$ cat src/hdl/mpt_consts.svh
/*
  Offsets, field positions and reset values for the microcontroller
  parallel port takeover block.
  Assumes inclusion by bare name from files under hdl/.
*/
`ifndef MPT_CONSTS_SVH
`define MPT_CONSTS_SVH

`define MPT_ADDR_W          16
`define MPT_OFF_STATUS      16'h7F3A
`define MPT_OFF_CONTROL     16'h7F3B
`define MPT_OFF_DATA        16'h7F3C
`define MPT_RESET_VAL       8'h00
`define MPT_UNMAPPED_VAL    8'h00

`define MPT_ST_OWNER_BIT    0
`define MPT_ST_FAULT_BIT    3
`define MPT_ST_SELECT_BIT   4
`define MPT_ST_PAPER_BIT    5
`define MPT_ST_ACK_BIT      6
`define MPT_ST_BUSY_BIT     7

`define MPT_CT_STROBE_BIT   0
`define MPT_CT_ALF_BIT      1
`define MPT_CT_INIT_BIT     2
`define MPT_CT_SELIN_BIT    3
`define MPT_CT_DIR_BIT      5

`endif

$ cat src/hdl/mpt_pkg.sv
/*
  Types shared by the parallel port takeover block.
  Assumes mpt_consts.svh supplies the numeric constants.
*/
package mpt_pkg;

  // Printer status inputs as seen at the pins
  typedef struct packed {
    logic busy;
    logic ack_low;
    logic paper_end;
    logic selected;
    logic fault_low;
  } mpt_status_pins_t;

  // Printer control outputs as driven at the pins
  typedef struct packed {
    logic strobe_low;
    logic auto_linefeed_low;
    logic initialize_low;
    logic select_request_low;
  } mpt_control_pins_t;

  // Microcontroller memory-mapped access
  typedef struct packed {
    logic        rd;
    logic        wr;
    logic [15:0] addr;
    logic [7:0]  wdata;
  } mpt_bus_req_t;

  typedef enum logic [1:0] {
    MPT_SEL_NONE,
    MPT_SEL_STATUS,
    MPT_SEL_CONTROL,
    MPT_SEL_DATA
  } mpt_reg_sel_t;

endpackage

$ cat src/hdl/mpt_sync.sv
/*
  Two-flop synchroniser for a group of pin levels.
  Assumes pins are asynchronous to sys_clk.
*/
`timescale 1ns/1ps
module mpt_sync
  import mpt_pkg::*;
#(
  parameter int WIDTH = 13
) (
  input  wire logic             sys_clk,
  input  wire logic             sys_rst,
  input  wire logic [WIDTH-1:0] async_in,
  output logic      [WIDTH-1:0] sync_out
);

  logic [WIDTH-1:0] stage1_reg;

  if (WIDTH < 1) begin : g_width_check
    $error("mpt_sync: WIDTH must be at least 1");
  end

  always_ff @(posedge sys_clk) begin
    if (sys_rst) begin
      stage1_reg <= '0;
      sync_out   <= '0;
    end else begin
      stage1_reg <= async_in;
      sync_out   <= stage1_reg;
    end
  end

endmodule // mpt_sync

$ cat src/hdl/mpt_pin_mux.sv
/*
  Pin multiplexer choosing between the host/floppy controller path and
  the microcontroller registers.
  Assumes both sources run on sys_clk; outputs are flopped.
*/
`include "mpt_consts.svh"
`timescale 1ns/1ps
module mpt_pin_mux
  import mpt_pkg::*;
(
  input  wire logic              sys_clk,
  input  wire logic              sys_rst,
  input  wire logic              port_owner_select,
  input  wire logic [7:0]        control_reg,
  input  wire logic [7:0]        data_reg,
  input  wire mpt_control_pins_t host_control,
  input  wire logic [7:0]        host_data_out,
  input  wire logic              host_data_oe_n,
  output mpt_control_pins_t      pin_control,
  output logic [7:0]             pin_data_out,
  output logic [7:0]             pin_data_oe_n
);

  mpt_control_pins_t mcu_control;
  logic              mcu_oe_n;

  always_comb begin
    mcu_control.strobe_low         = ~control_reg[`MPT_CT_STROBE_BIT];
    mcu_control.auto_linefeed_low  = ~control_reg[`MPT_CT_ALF_BIT];
    mcu_control.select_request_low = ~control_reg[`MPT_CT_SELIN_BIT];
    mcu_control.initialize_low     = control_reg[`MPT_CT_INIT_BIT];
    mcu_oe_n                       = control_reg[`MPT_CT_DIR_BIT];
  end

  // Host owns when the owner bit is set; registers then have no effect
  always_ff @(posedge sys_clk) begin
    if (sys_rst) begin
      pin_control   <= '0;
      pin_data_out  <= '0;
      pin_data_oe_n <= '1;
    end else if (port_owner_select) begin
      pin_control   <= host_control;
      pin_data_out  <= host_data_out;
      pin_data_oe_n <= {8{host_data_oe_n}};
    end else begin
      pin_control   <= mcu_control;
      pin_data_out  <= data_reg;
      pin_data_oe_n <= {8{mcu_oe_n}};
    end
  end

endmodule // mpt_pin_mux

$ cat src/hdl/mpt_takeover.sv
/*
  Microcontroller takeover of the parallel printer port: status, control
  and data registers on the microcontroller memory bus, plus the pin mux.
  Assumes a single-cycle rd/wr strobe bus on sys_clk; read data is
  registered and valid the cycle after rd. Pins are asynchronous.
*/
`include "mpt_consts.svh"
`timescale 1ns/1ps
// Function
// - Status register: only bit 0 writable, rest read-only, no host access.
// - Owner bit 1 gives pins to host path; 0 (reset) to microcontroller.
// - Status bit 7 reads inverse of the busy pin while owned.
// - Status bits 6..3 read ack, paper-end, select, fault pins uninverted.
// - Strobe, linefeed, select-in pins driven inverted from control bits 0,1,3.
// - Initialize pin driven uninverted from control bit 2.
// - Control bit 5 low drives data pins; high floats them for input.
// - Data register read returns live data pin levels while owned.
// - Three consecutive registers, all reset to zero.
module mpt_takeover
  import mpt_pkg::*;
(
  input  wire logic              sys_clk,
  input  wire logic              sys_rst,
  input  wire mpt_bus_req_t      bus_req,
  output logic [7:0]             bus_rdata,
  output logic                   bus_rvalid,
  input  wire mpt_status_pins_t  pin_status,
  input  wire logic [7:0]        pin_data_in,
  output mpt_control_pins_t      pin_control,
  output logic [7:0]             pin_data_out,
  output logic [7:0]             pin_data_oe_n,
  input  wire mpt_control_pins_t host_control,
  input  wire logic [7:0]        host_data_out,
  input  wire logic              host_data_oe_n,
  output mpt_status_pins_t       host_status,
  output logic [7:0]             host_data_in,
  output logic                   port_owner_select
);

  localparam int SYNC_W = 13;

  // Refuse a register map, reset value, synchroniser width or field layout the logic cannot serve
  if (`MPT_OFF_CONTROL != `MPT_OFF_STATUS + 16'h0001 ||
      `MPT_OFF_DATA != `MPT_OFF_CONTROL + 16'h0001) begin : g_map_check
    $error("mpt_takeover: registers must sit at consecutive addresses");
  end
  if (`MPT_RESET_VAL != 8'h00) begin : g_reset_check
    $error("mpt_takeover: registers must reset to zero");
  end
  if (SYNC_W != $bits(mpt_status_pins_t) + 8) begin : g_sync_check
    $error("mpt_takeover: synchroniser must cover the status and data pins");
  end
  if (`MPT_ST_BUSY_BIT > 7 || `MPT_CT_DIR_BIT > 7) begin : g_field_check
    $error("mpt_takeover: field positions must lie inside a byte");
  end

  logic              owner_reg;
  logic [7:0]        control_reg;
  logic [7:0]        data_reg;
  logic [SYNC_W-1:0] sync_bus;
  mpt_status_pins_t  status_sync;
  logic [7:0]        data_sync;
  mpt_reg_sel_t      reg_sel;
  logic [7:0]        status_view;
  logic [7:0]        rdata_next;

  mpt_sync #(
    .WIDTH (SYNC_W)
  ) u_sync (
    .sys_clk  (sys_clk),
    .sys_rst  (sys_rst),
    .async_in ({pin_status, pin_data_in}),
    .sync_out (sync_bus)
  );

  assign status_sync       = sync_bus[12:8];
  assign data_sync         = sync_bus[7:0];
  assign port_owner_select = owner_reg;
  assign host_status       = status_sync;
  assign host_data_in      = data_sync;

  always_comb begin
    unique case (bus_req.addr)
      `MPT_OFF_STATUS:  reg_sel = MPT_SEL_STATUS;
      `MPT_OFF_CONTROL: reg_sel = MPT_SEL_CONTROL;
      `MPT_OFF_DATA:    reg_sel = MPT_SEL_DATA;
      default:          reg_sel = MPT_SEL_NONE;
    endcase
  end

  // Owner bit: the only writable status bit
  always_ff @(posedge sys_clk) begin
    if (sys_rst) begin
      owner_reg <= 1'b0;
    end else if (bus_req.wr && reg_sel == MPT_SEL_STATUS) begin
      owner_reg <= bus_req.wdata[`MPT_ST_OWNER_BIT];
    end
  end

  always_ff @(posedge sys_clk) begin
    if (sys_rst) begin
      control_reg <= `MPT_RESET_VAL;
    end else if (bus_req.wr && reg_sel == MPT_SEL_CONTROL) begin
      control_reg <= bus_req.wdata;
    end
  end

  always_ff @(posedge sys_clk) begin
    if (sys_rst) begin
      data_reg <= `MPT_RESET_VAL;
    end else if (bus_req.wr && reg_sel == MPT_SEL_DATA) begin
      data_reg <= bus_req.wdata;
    end
  end

  // Live pin levels only while the microcontroller owns the port
  always_comb begin
    status_view = 8'h00;
    status_view[`MPT_ST_OWNER_BIT] = owner_reg;
    if (!owner_reg) begin
      status_view[`MPT_ST_BUSY_BIT]   = ~status_sync.busy;
      status_view[`MPT_ST_ACK_BIT]    = status_sync.ack_low;
      status_view[`MPT_ST_PAPER_BIT]  = status_sync.paper_end;
      status_view[`MPT_ST_SELECT_BIT] = status_sync.selected;
      status_view[`MPT_ST_FAULT_BIT]  = status_sync.fault_low;
    end
  end

  always_comb begin
    unique case (reg_sel)
      MPT_SEL_STATUS:  rdata_next = status_view;
      MPT_SEL_CONTROL: rdata_next = control_reg;
      MPT_SEL_DATA:    rdata_next = owner_reg ? data_reg : data_sync;
      MPT_SEL_NONE:    rdata_next = `MPT_UNMAPPED_VAL;
    endcase
  end

  always_ff @(posedge sys_clk) begin
    if (sys_rst) begin
      bus_rdata  <= 8'h00;
      bus_rvalid <= 1'b0;
    end else begin
      bus_rvalid <= bus_req.rd;
      if (bus_req.rd) begin
        bus_rdata <= rdata_next;
      end
    end
  end

  mpt_pin_mux u_mux (
    .sys_clk           (sys_clk),
    .sys_rst           (sys_rst),
    .port_owner_select (owner_reg),
    .control_reg       (control_reg),
    .data_reg          (data_reg),
    .host_control      (host_control),
    .host_data_out     (host_data_out),
    .host_data_oe_n    (host_data_oe_n),
    .pin_control       (pin_control),
    .pin_data_out      (pin_data_out),
    .pin_data_oe_n     (pin_data_oe_n)
  );

endmodule // mpt_takeover

$ cat config.mk
export PLATFORM = sky130hd
export DESIGN_NAME = mpt_takeover
export DESIGN_NICKNAME = d
export VERILOG_FILES = /design/src/hdl/mpt_pkg.sv /design/src/hdl/mpt_sync.sv /design/src/hdl/mpt_pin_mux.sv /design/src/hdl/mpt_takeover.sv
export VERILOG_INCLUDE_DIRS = /design/src /design/src/hdl
export SDC_FILE = /design/constraint.sdc
export NUM_CORES = 1
export LEC_CHECK = 0
export ABC_AREA = 0
export BUFFER_PORTS_ARGS = -buffer_cell sky130_fd_sc_hd__buf_2
export CAP_MARGIN = 5
export CORE_MARGIN = 1.5
export CORE_UTILIZATION = 40
export CTS_CLUSTER_DIAMETER = 80
export DETAILED_ROUTE_END_ITERATION = 10
export PLACE_DENSITY = 0.78
export SYNTH_ARGS = -nofsm -noshare
export SYNTH_HDL_FRONTEND = slang
export SYNTH_SLANG_ARGS = --single-unit
$ cat constraint.sdc
create_clock -name sys_clk -period 2.2 [get_ports sys_clk]
set_input_delay 0.33 -clock sys_clk [delete_from_list [all_inputs] [get_ports sys_clk]]
set_output_delay 0.33 -clock sys_clk [all_outputs]
set_load 0.02 [all_outputs]
==> run summary, run 1 <==
Antenna diodes: 0
minimum clock period: 1.596 ns
Avg WL per Cell: 12.91 um
Starting Density: 40.92%
WP data arrival: 1.84 ns
maximum clock rate: 0.6265 GHz
total core area: 0.006277 mm^2
worst-path cell chain: buf_2, nand4bb_1, nor4_4, and3_1, mux2i_1
Setup crit start kind: primary input
Worst R2R Path Depth: 5
commonest non-fill, non-tap cell in the layout: buf_2
worst path required time: 2.45 ns
reg-to-reg startpoint: port_owner_select
Final Max Tran Viols: 0
Max-slew headroom: 67.72%
Register Area: 0.001301 mm^2
Mapped Nets: 307
Worst-path clk slew: 0.07 ns
Resize count post-CTS: 0
clk_lat worst skew: 0.33 ns
drt drc: 0
H-Tree Depth: 3
worst-case clock buffer depth: 2
Post-Syn Area: 0.002569 mm^2
total track usage: 16.11%
initial drt markers: 117
DRT Pass-1 Iters: 4
via count: 2011
Std-Cell Rows: 29
Power Density: 751.9 mW/mm^2
register-to-register setup slack: 0.80 ns
Setup CP Type: in2reg
TritonCTS clock tree: done
total clock sinks: 65
Synthesis Warnings: 0
Post-CTS Hold Buffers: 0
largest net degree at the start of global routing: 39
multi-input logic area: 0.001127 mm^2
Critical Path Max Stage Delay: 0.53 ns
Comb pwr share: 7.2%
skew final: 0.004742 ns
IO Port Bufs: 96
clock share of power: 43.4%
sequential area share after synthesis: 50.66%
RSZ-0062 raised after global routing: no
HP Class: in2reg
Mapped Avg Cell Area: 10.15 um^2
Die Span Y: 83.14 um
CP Max Fanout: 8
post-DP HPWL: 4.044 mm
io pins: 97
final setup vio count: 0
most frequent cells in the layout: buf_2 (96), dfxtp_1 (65), nand2b_1 (32), mux2i_1 (32), nor2b_1 (30)
net switching power: 0.0005389 W
Worst Tran Pin Value: 0.4841 ns
Root Buffer: clkbuf_8
fin crit share: 72.56%
Layout area overhead: 27.28%
Crit-path slowest cell: and3_1
max_cap viols: 0
#FFs+latches synth: 65
Fin. Hold Viols: 0
sequential share of power: 49.3%
status: finished clean
DIE AREA: 0.006911 mm^2
Synth cell types: 31
cell count of the worst hold path: 2
VDD IR max: 0.0005052 V
Lkg Pwr: 1.447 nW
Via density: 4.765
crit end category: register
cts bufs inserted: 9
filler cell count: 589
Net count, final: 394
# Post-CTS Setup Buffers: 0
r2r endpoint: bus_rdata[5]
start point of the worst hold path: pin_data_in[0]
final WL: 5.450 mm
first-pass GRT wire length: 8.832 mm
Sw Ratio: 21.92%
vias in the first global route: 1930
Design Power: 0.002458 W
Post-Syn Instances: 253
CP endpoint: control_reg[7]
P_int: 0.001919 W
initial antenna violation count: 0
Worst Setup SP: bus_req[14]
grt ovf: 0
remaining antenna violation count: 0
Chip Width: 83.14 um
Final Wtd Congestion: 0.8833
setup TNS: 0 ns
layout cells sized above 1: 35.07%
worst min path at each step:
stage / to / slack, ns
floorplan: u_sync.sync_out[0] / 0.41
global placement: u_sync.sync_out[6] / 0.42
detailed placement: u_sync.sync_out[12] / 0.42
CTS: u_sync.stage1_reg[0] / 0.19
global route: u_sync.stage1_reg[12] / 0.20
finish: u_sync.stage1_reg[0] / 0.21
worst max-delay path: cells and delay by family:
family        cells  cell delay [ns]
mux               1             0.26
buf+inv           1             0.09
simple gates      3             1.16
final cells by class:
class	instances	share of cell area [%]
Sequential cell	65	39.80
Clock inverter	6	2.526
Inverter	3	0.3444
Clock buffer	10	3.904
Tap cell	77	2.947
Timing Repair Buffer	100	16.00
Multi-Input combinational cell	161	34.48
metrics by stage:
step	area [um^2]	util (%)	setup WS, ns	std cells	hold WS, ns
6_report	3269	52.08	0.6037	422	0.2066
5_1_grt	3269	52.08	0.5171	422	0.1969
4_1_cts	3269	52.08	0.5942	422	0.1937
3_5_place_dp	3059	48.73	0.2447	406	0.4227
3_3_place_gp	3059	48.73	0.3261	406	0.4166
2_1_floorplan	2569	-	0.6432	253	0.4138
cells by family (layout without fill, tap and decap cells):
kind of cell / Yosys count / in the layout / synth area share [%]
multiplexers: 32 / 32 / 12.47
flip-flops: 65 / 65 / 50.66
buffers and inverters: 27 / 119 / 5.455
AND/OR/NAND/NOR: 104 / 104 / 24.79
AO/OA/AOI/OAI: 25 / 25 / 6.625
metal layers:
layer	global-route usage (%)	up-vias	wire [um]
met2	26.09	74	2568
met5	0	-	0
met1	19.17	898	2400
met3	5.666	12	376
li1	-	1027	-
met4	7.424	0	104
power by group through the flow:
stage                     logic (W)  registers (W)  clock network (W)
after CTS                  0.000180        0.00121            0.00109
after floorplan           0.0000862        0.00126                  0
after global routing       0.000196        0.00121            0.00115
final                      0.000178        0.00121            0.00107
after detailed placement   0.000180        0.00124                  0
after global placement     0.000177        0.00124                  0
cell usage after synthesis:
| library cell | count | area [um^2] |
|---|---|---|
| or3b_2 | 2 | 17.52 |
| a31o_2 | 1 | 8.760 |
| o22ai_1 | 1 | 6.260 |
| nor2b_1 | 30 | 187.7 |
| nand4b_1 | 1 | 8.760 |
| buf_1 | 1 | 3.750 |
| and3_1 | 1 | 6.260 |
| nand3_2 | 1 | 10.01 |
| nor2_1 | 18 | 67.56 |
| o2bb2ai_1 | 6 | 52.55 |
| nor3b_1 | 1 | 7.510 |
| nand2b_1 | 32 | 200.2 |
| a21oi_1 | 8 | 40.04 |
| mux2i_1 | 32 | 320.3 |
| clkbuf_1 | 10 | 37.54 |
| buf_2 | 4 | 20.02 |
| and3b_1 | 1 | 8.760 |
| nand4bb_1 | 1 | 11.26 |
| o21ai_0 | 1 | 5.000 |
| or2_2 | 1 | 6.260 |
| a31oi_1 | 5 | 31.28 |
| nor4_4 | 1 | 21.27 |
| inv_1 | 3 | 11.26 |
| nand2_1 | 2 | 7.510 |
| nand4_1 | 11 | 68.82 |
| o211ai_1 | 1 | 7.510 |
| buf_4 | 9 | 67.56 |
| dfxtp_1 | 65 | 1301 |
| a211o_1 | 1 | 8.760 |
| a41o_1 | 1 | 10.01 |
| nand3b_1 | 1 | 7.510 |
(Power assumes the default switching activity.)
==> run 2: changes to the inputs <==
--- a/config.mk
+++ b/config.mk
@@ -6,7 +6,7 @@
 export SDC_FILE = /design/constraint.sdc
 export NUM_CORES = 1
 export LEC_CHECK = 0
-export ABC_AREA = 0
+export ABC_AREA = 1
 export BUFFER_PORTS_ARGS = -buffer_cell sky130_fd_sc_hd__buf_2
 export CAP_MARGIN = 5
 export CORE_MARGIN = 1.5
==> constraint.sdc (replaced) <==
create_clock -name sys_clk -period 1.5 [get_ports sys_clk]
set_input_delay 0.225 -clock sys_clk [delete_from_list [all_inputs] [get_ports sys_clk]]
set_output_delay 0.225 -clock sys_clk [all_outputs]
set_load 0.02 [all_outputs]
==> run 2 against run 1 <==
  * Via count is 20% higher
  * Total power rose by 55%
  * Synthesized cell count up 37%
  * First-iteration DRC count rose by 32%
  * Clock skew grew 0.0011 ns
  * The run now ends with DRC left
  * Count of clock-buffer cells in the layout decreased by 1
  * Routed wire length grew 14%
  * Cell area increased by 5.8%
  * Highest routed layer unchanged
  * Final cell count rose by 23%
  * Worst setup slack worse by 0.44 ns
  * Synthesized area increased by 4.6%
  * Clock power increased by 65%
==> run summary, run 2 <==
total core area: 0.006422 mm^2 (+2.3%)
IO Port Bufs: 96 (unchanged)
WP data arrival: 1.11 ns (-0.73 ns)
Post-DP Area: 0.003217 mm^2 (+5.2%)
failing checks: DRC
total track usage: 18.44% (+2.3 points)
Synth area leader: dfxtp_1
Final Cell Area: 0.003460 mm^2 (+5.8%)
Setup crit start kind: register
CP top delay family: buffers and inverters
Mapped Avg Cell Area: 7.764 um^2 (-24%)
fin crit share: 89.16%
total clock sinks: 65 (unchanged)
clock share of power: 46.4% (+3.0 points)
P_int: 0.002972 W (+55%)
setup TNS: 0 ns (unchanged)
commonest non-fill, non-tap cell in the layout: nand2_1
VDD IR max: 0.0008535 V (+69%)
worst-path cell chain: buf_4, buf_2
Worst Tran Pin Value: 0.4541 ns (-0.03004 ns)
stages on the worst setup path: 2 (-3)
Chip Width: 84.95 um (+2.2%)
Via density: 4.647 (-2.5%)
initial antenna violation count: 0 (unchanged)
status: complete, but fails checks
synth cell count leaders: nand2_1 (104), dfxtp_1 (65), inv_1 (36), nor2_1 (34), nand3_1 (23)
minimum clock period: 1.337 ns
Worst R2R Path Depth: 7 (+2)
cts bufs inserted: 9 (unchanged)
DIE AREA: 0.007217 mm^2 (+4.4%)
Synth top area share: 48.44% (-2.2 points)
TritonCTS clock tree: done
reg-to-reg startpoint: port_owner_select
multi-input logic area: 0.001099 mm^2 (-2.6%)
Async S/R FF share, synth: 0% (unchanged)
HP Class: in2reg
Comb pwr share: 6.9% (-0.3 points)
Power Density: 1102 mW/mm^2 (+47%)
final WL: 6.238 mm (+14%)
Post-Syn Instances: 346 (+37%)
clk_lat worst skew: 0.34 ns (about the same)
Sw Ratio: 22.04% (+0.12 points)
net switching power: 0.0008404 W (+56%)
crit end category: output port
remaining antenna violation count: 0 (unchanged)
RSZ-0062 raised after global routing: no
Root Buffer: clkbuf_8
Register Area: 0.001301 mm^2 (unchanged)
count leader, synth: nand2_1
start point of the worst hold path: pin_data_in[7]
Die Span Y: 84.95 um (+2.2%)
vias in the first global route: 2297 (+19%)
layout cells sized above 1: 34.23% (-0.84 points)
Crit-path slowest cell: dfxtp_1
Primary FF master, synth: dfxtp_1
initial drt markers: 154 (+32%)
Synthesis Warnings: 0 (unchanged)
CP endpoint: port_owner_select
grt ovf: 0 (unchanged)
Fin. Hold Viols: 0 (unchanged)
Antenna diodes: 0 (unchanged)
most frequent cells in the layout: nand2_1 (104), buf_2 (96), dfxtp_1 (65), inv_1 (36), nor2_1 (34)
Post-Syn Area: 0.002686 mm^2 (+4.6%)
Layout area overhead: 28.78%
#FFs+latches synth: 65 (unchanged)
Starting Density: 41.83% (+0.91 points)
Critical Path Max Stage Delay: 0.35 ns (-0.18 ns)
Setup CP Type: reg2out
largest net degree at the start of global routing: 22 (-44%)
Resize count post-CTS: 0 (unchanged)
Post-CTS Hold Buffers: 0 (unchanged)
Synth cell types: 27 (-13%)
Worst Setup SP: port_owner_select
Max-slew headroom: 69.73% (+2.0 points)
drt drc: 8 (+8)
via count: 2421 (+20%)
Final Max Tran Viols: 0 (unchanged)
sequential share of power: 46.7% (-2.6 points)
r2r endpoint: bus_rdata[6]
Final Wtd Congestion: 0.9209 (+4.3%)
post-DP HPWL: 4.761 mm (+18%)
CP Max Fanout: 13 (+5)
skew final: 0.005794 ns (+0.001052 ns)
Mapped Nets: 400 (+30%)
Net count, final: 493 (+25%)
sequential area share after synthesis: 48.44% (-2.2 points)
worst-case clock buffer depth: 2 (unchanged)
Avg WL per Cell: 11.97 um (-7.3%)
worst path required time: 1.27 ns (-1.18 ns)
H-Tree Depth: 3 (unchanged)
cell count of the worst hold path: 3 (+1)
# Post-CTS Setup Buffers: 0 (unchanged)
Worst-path clk slew: 0.07 ns (about the same)
final setup vio count: 0 (unchanged)
register-to-register setup slack: 0.27 ns (-0.53 ns)
DRT Pass-1 Iters: 7 (+3)
Crit path buffers/inverters: 2 (+1)
io pins: 97 (unchanged)
number of synthesized flops with an enable pin: 0 (unchanged)
filler cell count: 587 (-0.34%)
first-pass GRT wire length: 10.21 mm (+16%)
maximum clock rate: 0.7477 GHz
Lkg Pwr: 1.681 nW (+16%)
max_cap viols: 0 (unchanged)
Std-Cell Rows: 29 (unchanged)
cells taking the most area after synthesis: dfxtp_1 (48%), nand2_1 (15%), a21oi_2 (5.2%)
## run 2: cell types whose count changed in the layout (fill, tap and decap cells not counted), moves of 16 or more
| cell | before | now |
|---|---|---|
| inv_1 | 3 | 36 |
| mux2i_1 | 32 | 0 |
| a21oi_2 | 0 | 16 |
| nand3_1 | 0 | 23 |
| nand2b_1 | 32 | 0 |
| nor2b_1 | 30 | 0 |
| nand2_1 | 2 | 104 |
| nor2_1 | 18 | 34 |
## run 2: cell type report
cell class / instances / area share (%)
flip-flops and latches: 65 / 37.61
multi-input cells: 219 / 31.75
repair buffers: 104 / 16.35
inverters: 40 / 4.485
clock buffers: 9 / 3.580
clock inverters: 7 / 3.436
well taps: 77 / 2.785
## run 2: kinds of logic after synthesis
family / Yosys count / share of synthesized area, %
buffers and inverters: 62 / 10.67
AOI/OAI and AO/OA: 39 / 9.874
DFF: 65 / 48.44
and+or+nand+nor: 180 / 31.02
## run 2: metrics by stage
stage	util, %	hold slack, ns	worst slack (ns)	std cells	power (W)
finish	53.87	0.07623	0.1627	521	0.003812
global route	53.87	0.07733	0.09661	521	0.003942
CTS	53.87	0.06539	0.1424	521	0.003839
detailed placement	50.09	0.3916	0.1463	505	0.002082
global placement	50.09	0.3907	0.1714	505	0.002076
floorplan	-	0.3320	0.3167	346	0.001964
## run 2: power groups by stage
stage          registers [W]  clock network [W]  logic, W
2_1_floorplan        0.00184                  0  0.000120
3_3_place_gp         0.00182                  0  0.000257
3_5_place_dp         0.00182                  0  0.000261
4_1_cts              0.00178            0.00179  0.000263
5_1_grt              0.00178            0.00187  0.000288
6_report             0.00178            0.00177  0.000261
## run 2: worst register-to-register path: cells and delay by family, from the launching register on
| family | cells | cell delay [ns] |
|---|---|---|
| buf+inv | 1 | 0.28 |
| flops | 1 | 0.33 |
| simple gates | 5 | 0.45 |
| compound gates | 1 | 0.11 |
## run 2: worst min-delay path by stage
| stage | to | slack (ns) |
|---|---|---|
| global route | u_sync.stage1_reg[11] | 0.08 |
| CTS | u_sync.stage1_reg[7] | 0.07 |
| floorplan | u_sync.stage1_reg[0] | 0.33 |
| global placement | u_sync.sync_out[10] | 0.39 |
| finish | u_sync.stage1_reg[7] | 0.08 |
| detailed placement | u_sync.sync_out[3] | 0.39 |
## run 2: layer usage
layer	wire length, um	global-route usage, %	share of wire [%]
met1	2586	21.20	41
met2	2974	30.95	48
met3	513	6.809	8.2
met4	163	7.601	2.6
met5	0	0	0
